===== src/common/pmsr_regs.svh =====
// Offsets, field positions, reset values and frame counts of the mode/status register
`ifndef PMSR_REGS_SVH
`define PMSR_REGS_SVH

`define PMSR_REG_ADDR 5'h19
`define PMSR_BIT_DROP 11
`define PMSR_BIT_ANEN 10
`define PMSR_BIT_FFEN 8
`define PMSR_BIT_DUP 7
`define PMSR_BIT_SPD10 6
`define PMSR_BIT_CIM 5
`define PMSR_RST_FFEN 1'h0
`define PMSR_RST_CIM 1'h0
`define PMSR_RST_DROP 1'h0
`define PMSR_PRE_LEN 6'h20
`define PMSR_HDR_LAST 5'h0D
`define PMSR_TA_LAST 5'h01
`define PMSR_DATA_LAST 5'h0F
`define PMSR_ST_CODE 2'h1
`define PMSR_OP_RD 2'h2
`define PMSR_OP_WR 2'h1

`endif


===== src/common/pmsr_pkg.sv =====
// Types shared by the mode/status register block
package pmsr_pkg;
    typedef logic [4:0] pmsr_addr_t;
    typedef logic [15:0] pmsr_word_t;
    typedef enum logic [1:0] {
        PMSR_PRE,
        PMSR_HDR,
        PMSR_TA,
        PMSR_DATA
    } pmsr_fsm_t;
endpackage : pmsr_pkg


===== src/common/pmsr_car_if.sv =====
// Carrier control signals between the register bank and the carrier logic
`timescale 1ns/1ns
interface pmsr_car_if;
    logic drop_en;
    logic speed_100;
    logic cim_clear;
    logic cim_flag;
    modport regs (output drop_en, output speed_100, output cim_clear, input cim_flag);
    modport car (input drop_en, input speed_100, input cim_clear, output cim_flag);
endinterface : pmsr_car_if


===== src/verilog/pmsr_carrier.sv =====
// Carrier sense gating, carrier integrity latch and first LED source mux
`timescale 1ns/1ns
`include "pmsr_regs.svh"
module pmsr_carrier (
    input wire logic i_clk_sys,
    input wire logic i_rst_n,
    pmsr_car_if.car cif,
    input wire logic i_crs_raw,
    input wire logic i_desc_timeout,
    input wire logic i_desc_resync,
    input wire logic i_cim_unstable,
    input wire logic i_first_led_source_select,
    input wire logic i_first_led_output_normal,
    output logic o_crs,
    output logic o_first_led_output
);
    import pmsr_pkg::*;

    logic timed_out_r;
    logic cim_r;

    // Time-out only matters at 100 Mb/s; ends with resync or carrier loss
    always_ff @(posedge i_clk_sys or negedge i_rst_n) begin
        if (!i_rst_n) begin
            timed_out_r <= 1'b0;
        end else if (cif.speed_100 && i_desc_timeout) begin
            timed_out_r <= 1'b1;
        end else if (i_desc_resync || !i_crs_raw) begin
            timed_out_r <= 1'b0;
        end
    end

    always_ff @(posedge i_clk_sys or negedge i_rst_n) begin
        if (!i_rst_n) begin
            o_crs <= 1'b0;
        end else begin
            o_crs <= i_crs_raw && !(timed_out_r && cif.drop_en && !i_desc_resync);
        end
    end

    // latch high, clear on read; a new event wins over the clear
    always_ff @(posedge i_clk_sys or negedge i_rst_n) begin
        if (!i_rst_n) begin
            cim_r <= `PMSR_RST_CIM;
        end else if (i_cim_unstable) begin
            cim_r <= 1'b1;
        end else if (cif.cim_clear) begin
            cim_r <= 1'b0;
        end
    end

    assign cif.cim_flag = cim_r;

    // LED carries integrity status when selected
    always_ff @(posedge i_clk_sys or negedge i_rst_n) begin
        if (!i_rst_n) begin
            o_first_led_output <= 1'b0;
        end else begin
            o_first_led_output <= i_first_led_source_select ? cim_r : i_first_led_output_normal;
        end
    end
endmodule : pmsr_carrier


===== src/verilog/pmsr_top.sv =====
// Mode/status register at management address 19h with its serial management slave
`timescale 1ns/1ns
`include "pmsr_regs.svh"
module pmsr_top (
    input wire logic i_clk_sys,
    input wire logic i_rst_n,
    input wire logic i_mdc,
    input wire logic i_mdio,
    output logic o_mdio,
    output logic o_mdio_oe,
    input wire pmsr_pkg::pmsr_addr_t i_phy_addr_straps,
    input wire logic i_repeater_strap,
    input wire logic i_autoneg_strap_lo,
    input wire logic i_autoneg_strap_hi,
    input wire logic i_basic_control_reg_an_enable,
    input wire logic i_basic_control_reg_full_duplex,
    input wire logic i_basic_control_reg_speed_100,
    input wire logic i_an_full_duplex,
    input wire logic i_an_speed_10,
    input wire logic i_first_led_source_select,
    input wire logic i_first_led_output_normal,
    input wire logic i_crs_raw,
    input wire logic i_desc_timeout,
    input wire logic i_desc_resync,
    input wire logic i_cim_unstable,
    output logic o_crs,
    output logic o_first_led_output,
    output logic o_far_fault_enable,
    output logic o_isolate_set
);
    import pmsr_pkg::*;

    pmsr_car_if car_if ();

    logic mdc_q_r;
    logic mdc_rise;
    pmsr_fsm_t state_r;
    logic [5:0] ones_r;
    logic [4:0] cnt_r;
    logic [12:0] hdr_r;
    logic [13:0] hdr_full;
    pmsr_word_t data_r;
    logic is_rd_r;
    logic is_wr_r;
    logic wr_commit;
    pmsr_word_t wr_word;
    logic rd_start;
    logic hdr_end;
    logic ta_end;
    logic data_end;
    logic an_active;

    logic strap_done_r;
    pmsr_addr_t phy_addr_r;
    logic drop_r;
    logic strap_an_r;
    logic ffen_r;
    logic an_en_r;
    logic dup_r;
    logic spd10_r;
    pmsr_word_t rd_word;

    // Frame header: start code, opcode, our PHY address, our register
    function automatic logic hdr_hits(input logic [13:0] hdr, input pmsr_addr_t phy,
                                      input logic [1:0] op);
        hdr_hits = (hdr[13:12] == `PMSR_ST_CODE) && (hdr[11:10] == op) &&
                   (hdr[9:5] == phy) && (hdr[4:0] == `PMSR_REG_ADDR);
    endfunction : hdr_hits

    // One more serial bit into a word, MSB first
    function automatic pmsr_word_t shift_in(input pmsr_word_t w, input logic b);
        shift_in = {w[14:0], b};
    endfunction : shift_in

    // Management clock is a plain synchronous input; act on its rising edge
    always_ff @(posedge i_clk_sys or negedge i_rst_n) begin
        if (!i_rst_n) begin
            // Idle clock is low, so release shows no false rise
            mdc_q_r <= 1'b0;
        end else begin
            mdc_q_r <= i_mdc;
        end
    end

    assign mdc_rise = i_mdc && !mdc_q_r;
    // Last bit of each frame field, seen at a clock rise
    assign hdr_end = mdc_rise && (state_r == PMSR_HDR) && (cnt_r == `PMSR_HDR_LAST);
    assign ta_end = mdc_rise && (state_r == PMSR_TA) && (cnt_r == `PMSR_TA_LAST);
    assign data_end = mdc_rise && (state_r == PMSR_DATA) && (cnt_r == `PMSR_DATA_LAST);
    assign hdr_full = {hdr_r, i_mdio};
    assign rd_start = hdr_end && hdr_hits(hdr_full, phy_addr_r, `PMSR_OP_RD);
    // Write commits on the rise that samples D0
    assign wr_commit = data_end && is_wr_r;
    assign wr_word = shift_in(data_r, i_mdio);
    assign an_active = i_basic_control_reg_an_enable || strap_an_r;

    // frame sequencer: preamble, header, turnaround, data
    always_ff @(posedge i_clk_sys or negedge i_rst_n) begin
        if (!i_rst_n) begin
            state_r <= PMSR_PRE;
            ones_r <= 6'h00;
            cnt_r <= 5'h00;
            hdr_r <= 13'h0000;
            is_rd_r <= 1'b0;
            is_wr_r <= 1'b0;
        end else if (mdc_rise) begin
            unique case (state_r)
                PMSR_PRE: begin
                    if (i_mdio) begin
                        // Saturating count; longer preambles are legal
                        if (ones_r != `PMSR_PRE_LEN) begin
                            ones_r <= ones_r + 6'h01;
                        end
                    end else if (ones_r == `PMSR_PRE_LEN) begin
                        state_r <= PMSR_HDR;
                        hdr_r <= 13'h0000;
                        cnt_r <= 5'h01;
                        ones_r <= 6'h00;
                    end else begin
                        ones_r <= 6'h00;
                    end
                end
                PMSR_HDR: begin
                    hdr_r <= hdr_full[12:0];
                    if (cnt_r == `PMSR_HDR_LAST) begin
                        is_rd_r <= hdr_hits(hdr_full, phy_addr_r, `PMSR_OP_RD);
                        is_wr_r <= hdr_hits(hdr_full, phy_addr_r, `PMSR_OP_WR);
                        // Frames for others are skipped; data cannot mimic a preamble
                        state_r <= PMSR_TA;
                        cnt_r <= 5'h00;
                    end else begin
                        cnt_r <= cnt_r + 5'h01;
                    end
                end
                PMSR_TA: begin
                    if (cnt_r == `PMSR_TA_LAST) begin
                        state_r <= PMSR_DATA;
                        cnt_r <= 5'h00;
                    end else begin
                        cnt_r <= cnt_r + 5'h01;
                    end
                end
                PMSR_DATA: begin
                    if (cnt_r == `PMSR_DATA_LAST) begin
                        state_r <= PMSR_PRE;
                        is_rd_r <= 1'b0;
                        is_wr_r <= 1'b0;
                        cnt_r <= 5'h00;
                    end else begin
                        cnt_r <= cnt_r + 5'h01;
                    end
                end
            endcase
        end
    end

    // Read word snapped at header end, shifted out; write word shifted in
    always_ff @(posedge i_clk_sys or negedge i_rst_n) begin
        if (!i_rst_n) begin
            data_r <= 16'h0000;
        end else if (rd_start) begin
            data_r <= rd_word;
        end else if (mdc_rise && (state_r == PMSR_DATA)) begin
            data_r <= shift_in(data_r, i_mdio);
        end else if (ta_end && is_rd_r) begin
            // D15 leaves on this rise; line up D14
            data_r <= shift_in(data_r, 1'b0);
        end
    end

    // Drive zero for second turnaround bit, then D15..D0, then release
    always_ff @(posedge i_clk_sys or negedge i_rst_n) begin
        if (!i_rst_n) begin
            o_mdio <= 1'b0;
            o_mdio_oe <= 1'b0;
        end else if (mdc_rise && is_rd_r) begin
            if (state_r == PMSR_TA) begin
                o_mdio_oe <= 1'b1;
                o_mdio <= (cnt_r == `PMSR_TA_LAST) ? data_r[15] : 1'b0;
            end else if (state_r == PMSR_DATA) begin
                // Let go on the rise that samples D0
                o_mdio_oe <= (cnt_r != `PMSR_DATA_LAST);
                o_mdio <= (cnt_r != `PMSR_DATA_LAST) ? data_r[15] : 1'b0;
            end
        end
    end

    // Straps caught on the first edge after reset release
    always_ff @(posedge i_clk_sys or negedge i_rst_n) begin
        if (!i_rst_n) begin
            strap_done_r <= 1'b0;
            phy_addr_r <= 5'h00;
            strap_an_r <= 1'b0;
        end else if (!strap_done_r) begin
            strap_done_r <= 1'b1;
            // Taken once; later pin changes are ignored
            // latch address straps
            phy_addr_r <= i_phy_addr_straps;
            strap_an_r <= i_autoneg_strap_lo && i_autoneg_strap_hi;
        end
    end

    // default is the inverse of the repeater strap
    always_ff @(posedge i_clk_sys or negedge i_rst_n) begin
        if (!i_rst_n) begin
            drop_r <= `PMSR_RST_DROP;
        end else if (!strap_done_r) begin
            drop_r <= !i_repeater_strap;
        end else if (wr_commit) begin
            // Software may override the strap default
            drop_r <= wr_word[`PMSR_BIT_DROP];
        end
    end

    // far-end fault enable, written by software
    always_ff @(posedge i_clk_sys or negedge i_rst_n) begin
        if (!i_rst_n) begin
            ffen_r <= `PMSR_RST_FFEN;
        end else if (wr_commit) begin
            ffen_r <= wr_word[`PMSR_BIT_FFEN];
        end
    end

    // Live status sampled each cycle; negotiated values when negotiation is on
    always_ff @(posedge i_clk_sys or negedge i_rst_n) begin
        if (!i_rst_n) begin
            an_en_r <= 1'b0;
            dup_r <= 1'b0;
            spd10_r <= 1'b0;
        end else begin
            an_en_r <= an_active;
            // Negotiated values may be stale until negotiation completes
            // one means full duplex
            dup_r <= an_active ? i_an_full_duplex : i_basic_control_reg_full_duplex;
            spd10_r <= an_active ? i_an_speed_10 : !i_basic_control_reg_speed_100;
        end
    end

    always_comb begin
        rd_word = 16'h0000;
        rd_word[`PMSR_BIT_DROP] = drop_r;
        rd_word[`PMSR_BIT_ANEN] = an_en_r;
        rd_word[`PMSR_BIT_FFEN] = ffen_r;
        rd_word[`PMSR_BIT_DUP] = dup_r;
        rd_word[`PMSR_BIT_SPD10] = spd10_r;
        rd_word[`PMSR_BIT_CIM] = car_if.cim_flag;
        rd_word[4:0] = phy_addr_r;
    end

    assign car_if.drop_en = drop_r;
    assign car_if.speed_100 = !spd10_r;
    // the read snapshot clears the flag
    assign car_if.cim_clear = rd_start;

    always_ff @(posedge i_clk_sys or negedge i_rst_n) begin
        if (!i_rst_n) begin
            o_far_fault_enable <= `PMSR_RST_FFEN;
            o_isolate_set <= 1'b0;
        end else begin
            // registered copy for the fault logic
            o_far_fault_enable <= ffen_r;
            o_isolate_set <= strap_done_r && (phy_addr_r == 5'h00);
        end
    end

    pmsr_carrier u_carrier (
        .i_clk_sys(i_clk_sys),
        .i_rst_n(i_rst_n),
        .cif(car_if),
        .i_crs_raw(i_crs_raw),
        .i_desc_timeout(i_desc_timeout),
        .i_desc_resync(i_desc_resync),
        .i_cim_unstable(i_cim_unstable),
        .i_first_led_source_select(i_first_led_source_select),
        .i_first_led_output_normal(i_first_led_output_normal),
        .o_crs(o_crs),
        .o_first_led_output(o_first_led_output)
    );
endmodule : pmsr_top


===== config.mk =====
export PLATFORM = sky130hd
export DESIGN_NAME = pmsr_top
export DESIGN_NICKNAME = d
export VERILOG_FILES = /design/src/common/pmsr_pkg.sv /design/src/common/pmsr_car_if.sv /design/src/verilog/pmsr_carrier.sv /design/src/verilog/pmsr_top.sv
export VERILOG_INCLUDE_DIRS = /design/src /design/src/common
export SDC_FILE = /design/constraint.sdc
export NUM_CORES = 1
export LEC_CHECK = 0
export ABC_AREA = 1
export BUFFER_PORTS_ARGS = -buffer_cell sky130_fd_sc_hd__buf_2
export CORE_MARGIN = 2
export CORE_UTILIZATION = 59
export CTS_CLUSTER_DIAMETER = 150
export DETAILED_ROUTE_END_ITERATION = 16
export PLACE_DENSITY = 0.79
export SLEW_MARGIN = 20
export SYNTH_ARGS = -nofsm -noshare
export SYNTH_HDL_FRONTEND = slang
export SYNTH_SLANG_ARGS = --single-unit
export TNS_END_PERCENT = 100

===== constraint.sdc =====
create_clock -name i_clk_sys -period 2.1 [get_ports i_clk_sys]
set_input_delay 0.21 -clock i_clk_sys [delete_from_list [all_inputs] [get_ports i_clk_sys]]
set_output_delay 0.21 -clock i_clk_sys [all_outputs]
set_load 0.05 [all_outputs]

==> flow_summary_export.csv <==
group,metric,value,unit
placement,port_buffers,28,
synth,synth_top_area_cell,"dfrtp_1",
power_and_ir_drop,vdd_drop_max,0.736,mV
floorplan,die_w,79.5,microns
power_and_ir_drop,power_density,1170,nW/um^2
synth,synth_area,3370,sq um
layout,fill_cells,449,
setup_path,crit_family,"simple AND/OR/NAND/NOR gates",
timing,worstMarginPinSlew,564,ps
placement,routabilityCongestion,0.878,
drt,dr.pass1.iters,4,
setup_path,critPathMaxStageDelay,410,ps
floorplan,core_area,5510,sq um
floorplan,io_pins,29,
drt,vias,2795,
synth,syn_avg_cell_area,7.85,sq um
setup_path,worstPathArrival,2130,ps
setup_path,cp_max_fo,27,
setup_path,start_kind,"flop",
synth,ys_seq_area_share,48.3,%
cts,clk_pin_slew_worst_paths,70,ps
floorplan,die-area,6330,sq um
cts,clkSinkCount,65,
floorplan,initial_core_util,61.1,%
timing,fin_worst_skew,4.20,ps
synth,synthFlopType,"dfrtp_1",
drt,postRouteAntennaNets,0,
drt,drt-initial-drc-count,131,
synth,yosysTopAreaCellShare,48.3,%
setup_path,worst-path-buf-inv,2,
setup_path,cp_slowest_cell,"dfrtp_1",
synth,yosys-top-cells-area,"dfrtp_1 (48%), nand2_1 (14%), inv_1 (9.1%)",
power_and_ir_drop,intPower,2.70,mW
layout,n_antenna_cell,0,
placement,dp_hpwl,4.71,mm
cts,clkLatencyLatePin,340,ps
power_and_ir_drop,combinationalPowerShare,33.5,%
cts,cts_tree,"done",
grt,overflow,0,
timing,period_needed,1890,ps
floorplan,fp.dieH,79.5,microns
timing,rsz0062_at_grt,"no",
setup_path,path_class,"reg2reg",
hold_path,hold_class,"in2reg",
synth,synth_async_sr_flop_share,100,%
layout,area_growth_syn_to_layout,12.4,%
power_and_ir_drop,swShare,38.8,%
drt,routed_wl,6.51,mm
cts,cts_buffers,9,
drt,drc,0,
setup_path,cp_data_required_time,2340,ps
grt,grt.total_usage,23.6,%
layout,drive_above_1_share,12.6,%
setup_path,path_cells,"inv_1 > nand2_1 > nand2_1 > nor2_1 > nand2_1 > nor2_4 > nand3_4 > nand2_1 > nand2_1 > nand2_1 > inv_1",
drt,drt-wirelength-per-cell,12.0,microns
synth,synth_seq_cells,65,
setup_path,cp-end-kind,"flop",
synth,synth_cells,429,
job,max-cap-violations,0,
layout,fin_cells,541,
cts,cts_root_buf,"clkbuf_8",
timing,fmax,530,MHz
setup_path,crit_top_cell,"nand2_1",
synth,yosysUniqueCellTypes,32,
grt,antenna_found_initial,0,
timing,fin_tns_setup,0,ps
timing,relSlewSlack,62.4,%
power_and_ir_drop,p_switching,1.71,mW
power_and_ir_drop,p_leak,1.99,nW
power_and_ir_drop,pwr-share-clk,22.5,%
timing,setup_viol,0,
synth,synth_edf_count,0,
power_and_ir_drop,seqPwrFrac,44.0,%
floorplan,rows,27,
outcome,outcome,"finished, final reports clean",
synth,synthMostInstantiatedCell,"nand2_1",
cts,htreeDepth,3,
timing,slew_viol_final,0,
layout,num-nets-final,498,
timing,min_period_over_period,89.9,%
grt,grt_pass1_wl,11.7,mm
placement,dpl.cell_count,525,
synth,synth.net_count,462,
cts,clockBufferDepth,2,
synth,yosysWarnings,0,
synth,synth_commonest_cells,"nand2_1 (123), inv_1 (82), dfrtp_1 (65), o21ai_0 (31), nand3_1 (28)",
drt,viasPerCell,5.17,
timing,hold_viol_final,0,
grt,grt_pass1_vias,2685,
grt,grt_max_degree,42,
## placed cells by master, fill, tap and decap left out, types with 2 or more instances in the layout
master / count
a21oi_1: 7
nand4_1: 16
inv_1: 82
nor2_1: 21
nand3_1: 28
a31oi_1: 2
buf_4: 6
nor3_1: 3
ha_1: 10
xor2_1: 3
buf_2: 28
clkbuf_8: 12
nand2_1: 122
a22oi_1: 3
dfrtp_1: 65
o21ai_0: 31
o211ai_1: 3
nor2_2: 2
o31ai_1: 2
nor3_2: 2
o22ai_1: 5
## power by group through the flow
stage                     registers (mW)  clock network (mW)  logic, mW
after floorplan                     1.98                   0       1.07
after global placement              1.95                   0       1.42
after detailed placement            1.96                   0       1.47
after CTS                           1.94               0.997       1.48
after global routing                2.00                1.05       1.72
final                               1.94               0.993       1.48
## worst reg2reg max path: cells and delay by family, from the launching register on
kind / cells / cell delay [ps]
and+or+nand+nor: 9 / 1280
DFF: 1 / 410
buffers and inverters: 2 / 110
## metal layers
metal	GRT usage [%]	part of all wire, %
met5	0	0
met4	9.48	1.9
met3	3.73	4.5
met2	38.2	46
met1	31.9	47
## layout make-up
type,instances,area (sq um),area share (%)
clock buffers,13,169,4.47
repair buffers,36,215,5.69
flip-flops and latches,65,1630,43.0
inverters,83,312,8.24
multi-input cells,270,1360,35.9
well taps,72,90.1,2.38
clock inverters,2,12.5,0.331
## path summary, 6_finish.rpt
check,from,endpoint,slack [ps],cells past startpoint
setup / recovery,phy_addr_r[0],data_r[6],210,11
hold / removal,i_mdc,mdc_q_r,6,1
setup reg to reg,phy_addr_r[0],data_r[6],210,11
hold reg to reg,ffen_r,o_far_fault_enable,420,0
max in group asynchronous,i_rst_n,data_r[0],1110,3
min in group asynchronous,i_rst_n,ones_r[4],390,2
## per-stage QoR
step	utilization, %	setup WS (ps)	area (sq um)	hold WS [ps]	power (mW)
6_report	68.7	212	3780	5.56	4.42
5_1_grt	68.7	15.5	3780	13.4	4.77
4_1_cts	68.6	189	3780	6.50	4.42
3_5_place_dp	65.2	200	3590	246	3.43
3_3_place_gp	65.2	286	3590	243	3.37
2_1_floorplan	-	450	3370	-85.6	3.05
## cell families after synthesis
logic type,synth area share (%)
and+or+nand+nor,26.1
buffers and inverters,11.4
DFF,48.3
AOI/OAI and AO/OA,9.18
adders and majority gates,3.72
xor gates and xnor gates,0.781
other,0.111
muxes,0.335
## repair_timing
item / CTS / global route
hold buffers: 1 / 0
hold endpoints to repair: 24 / 0
endpoints found under the setup margin: 0 / 7
setup buffers: 0 / 0
gates resized for setup: 0 / 1
## flip-flops by register name, indices dropped and copies added (netlist names), 2 cells and up
register and flops:
cnt_r 5, data_r 16, hdr_r 13, ones_r 6, phy_addr_r 5, state_r 2
Note: power is estimated with default switching activity, not from simulation.
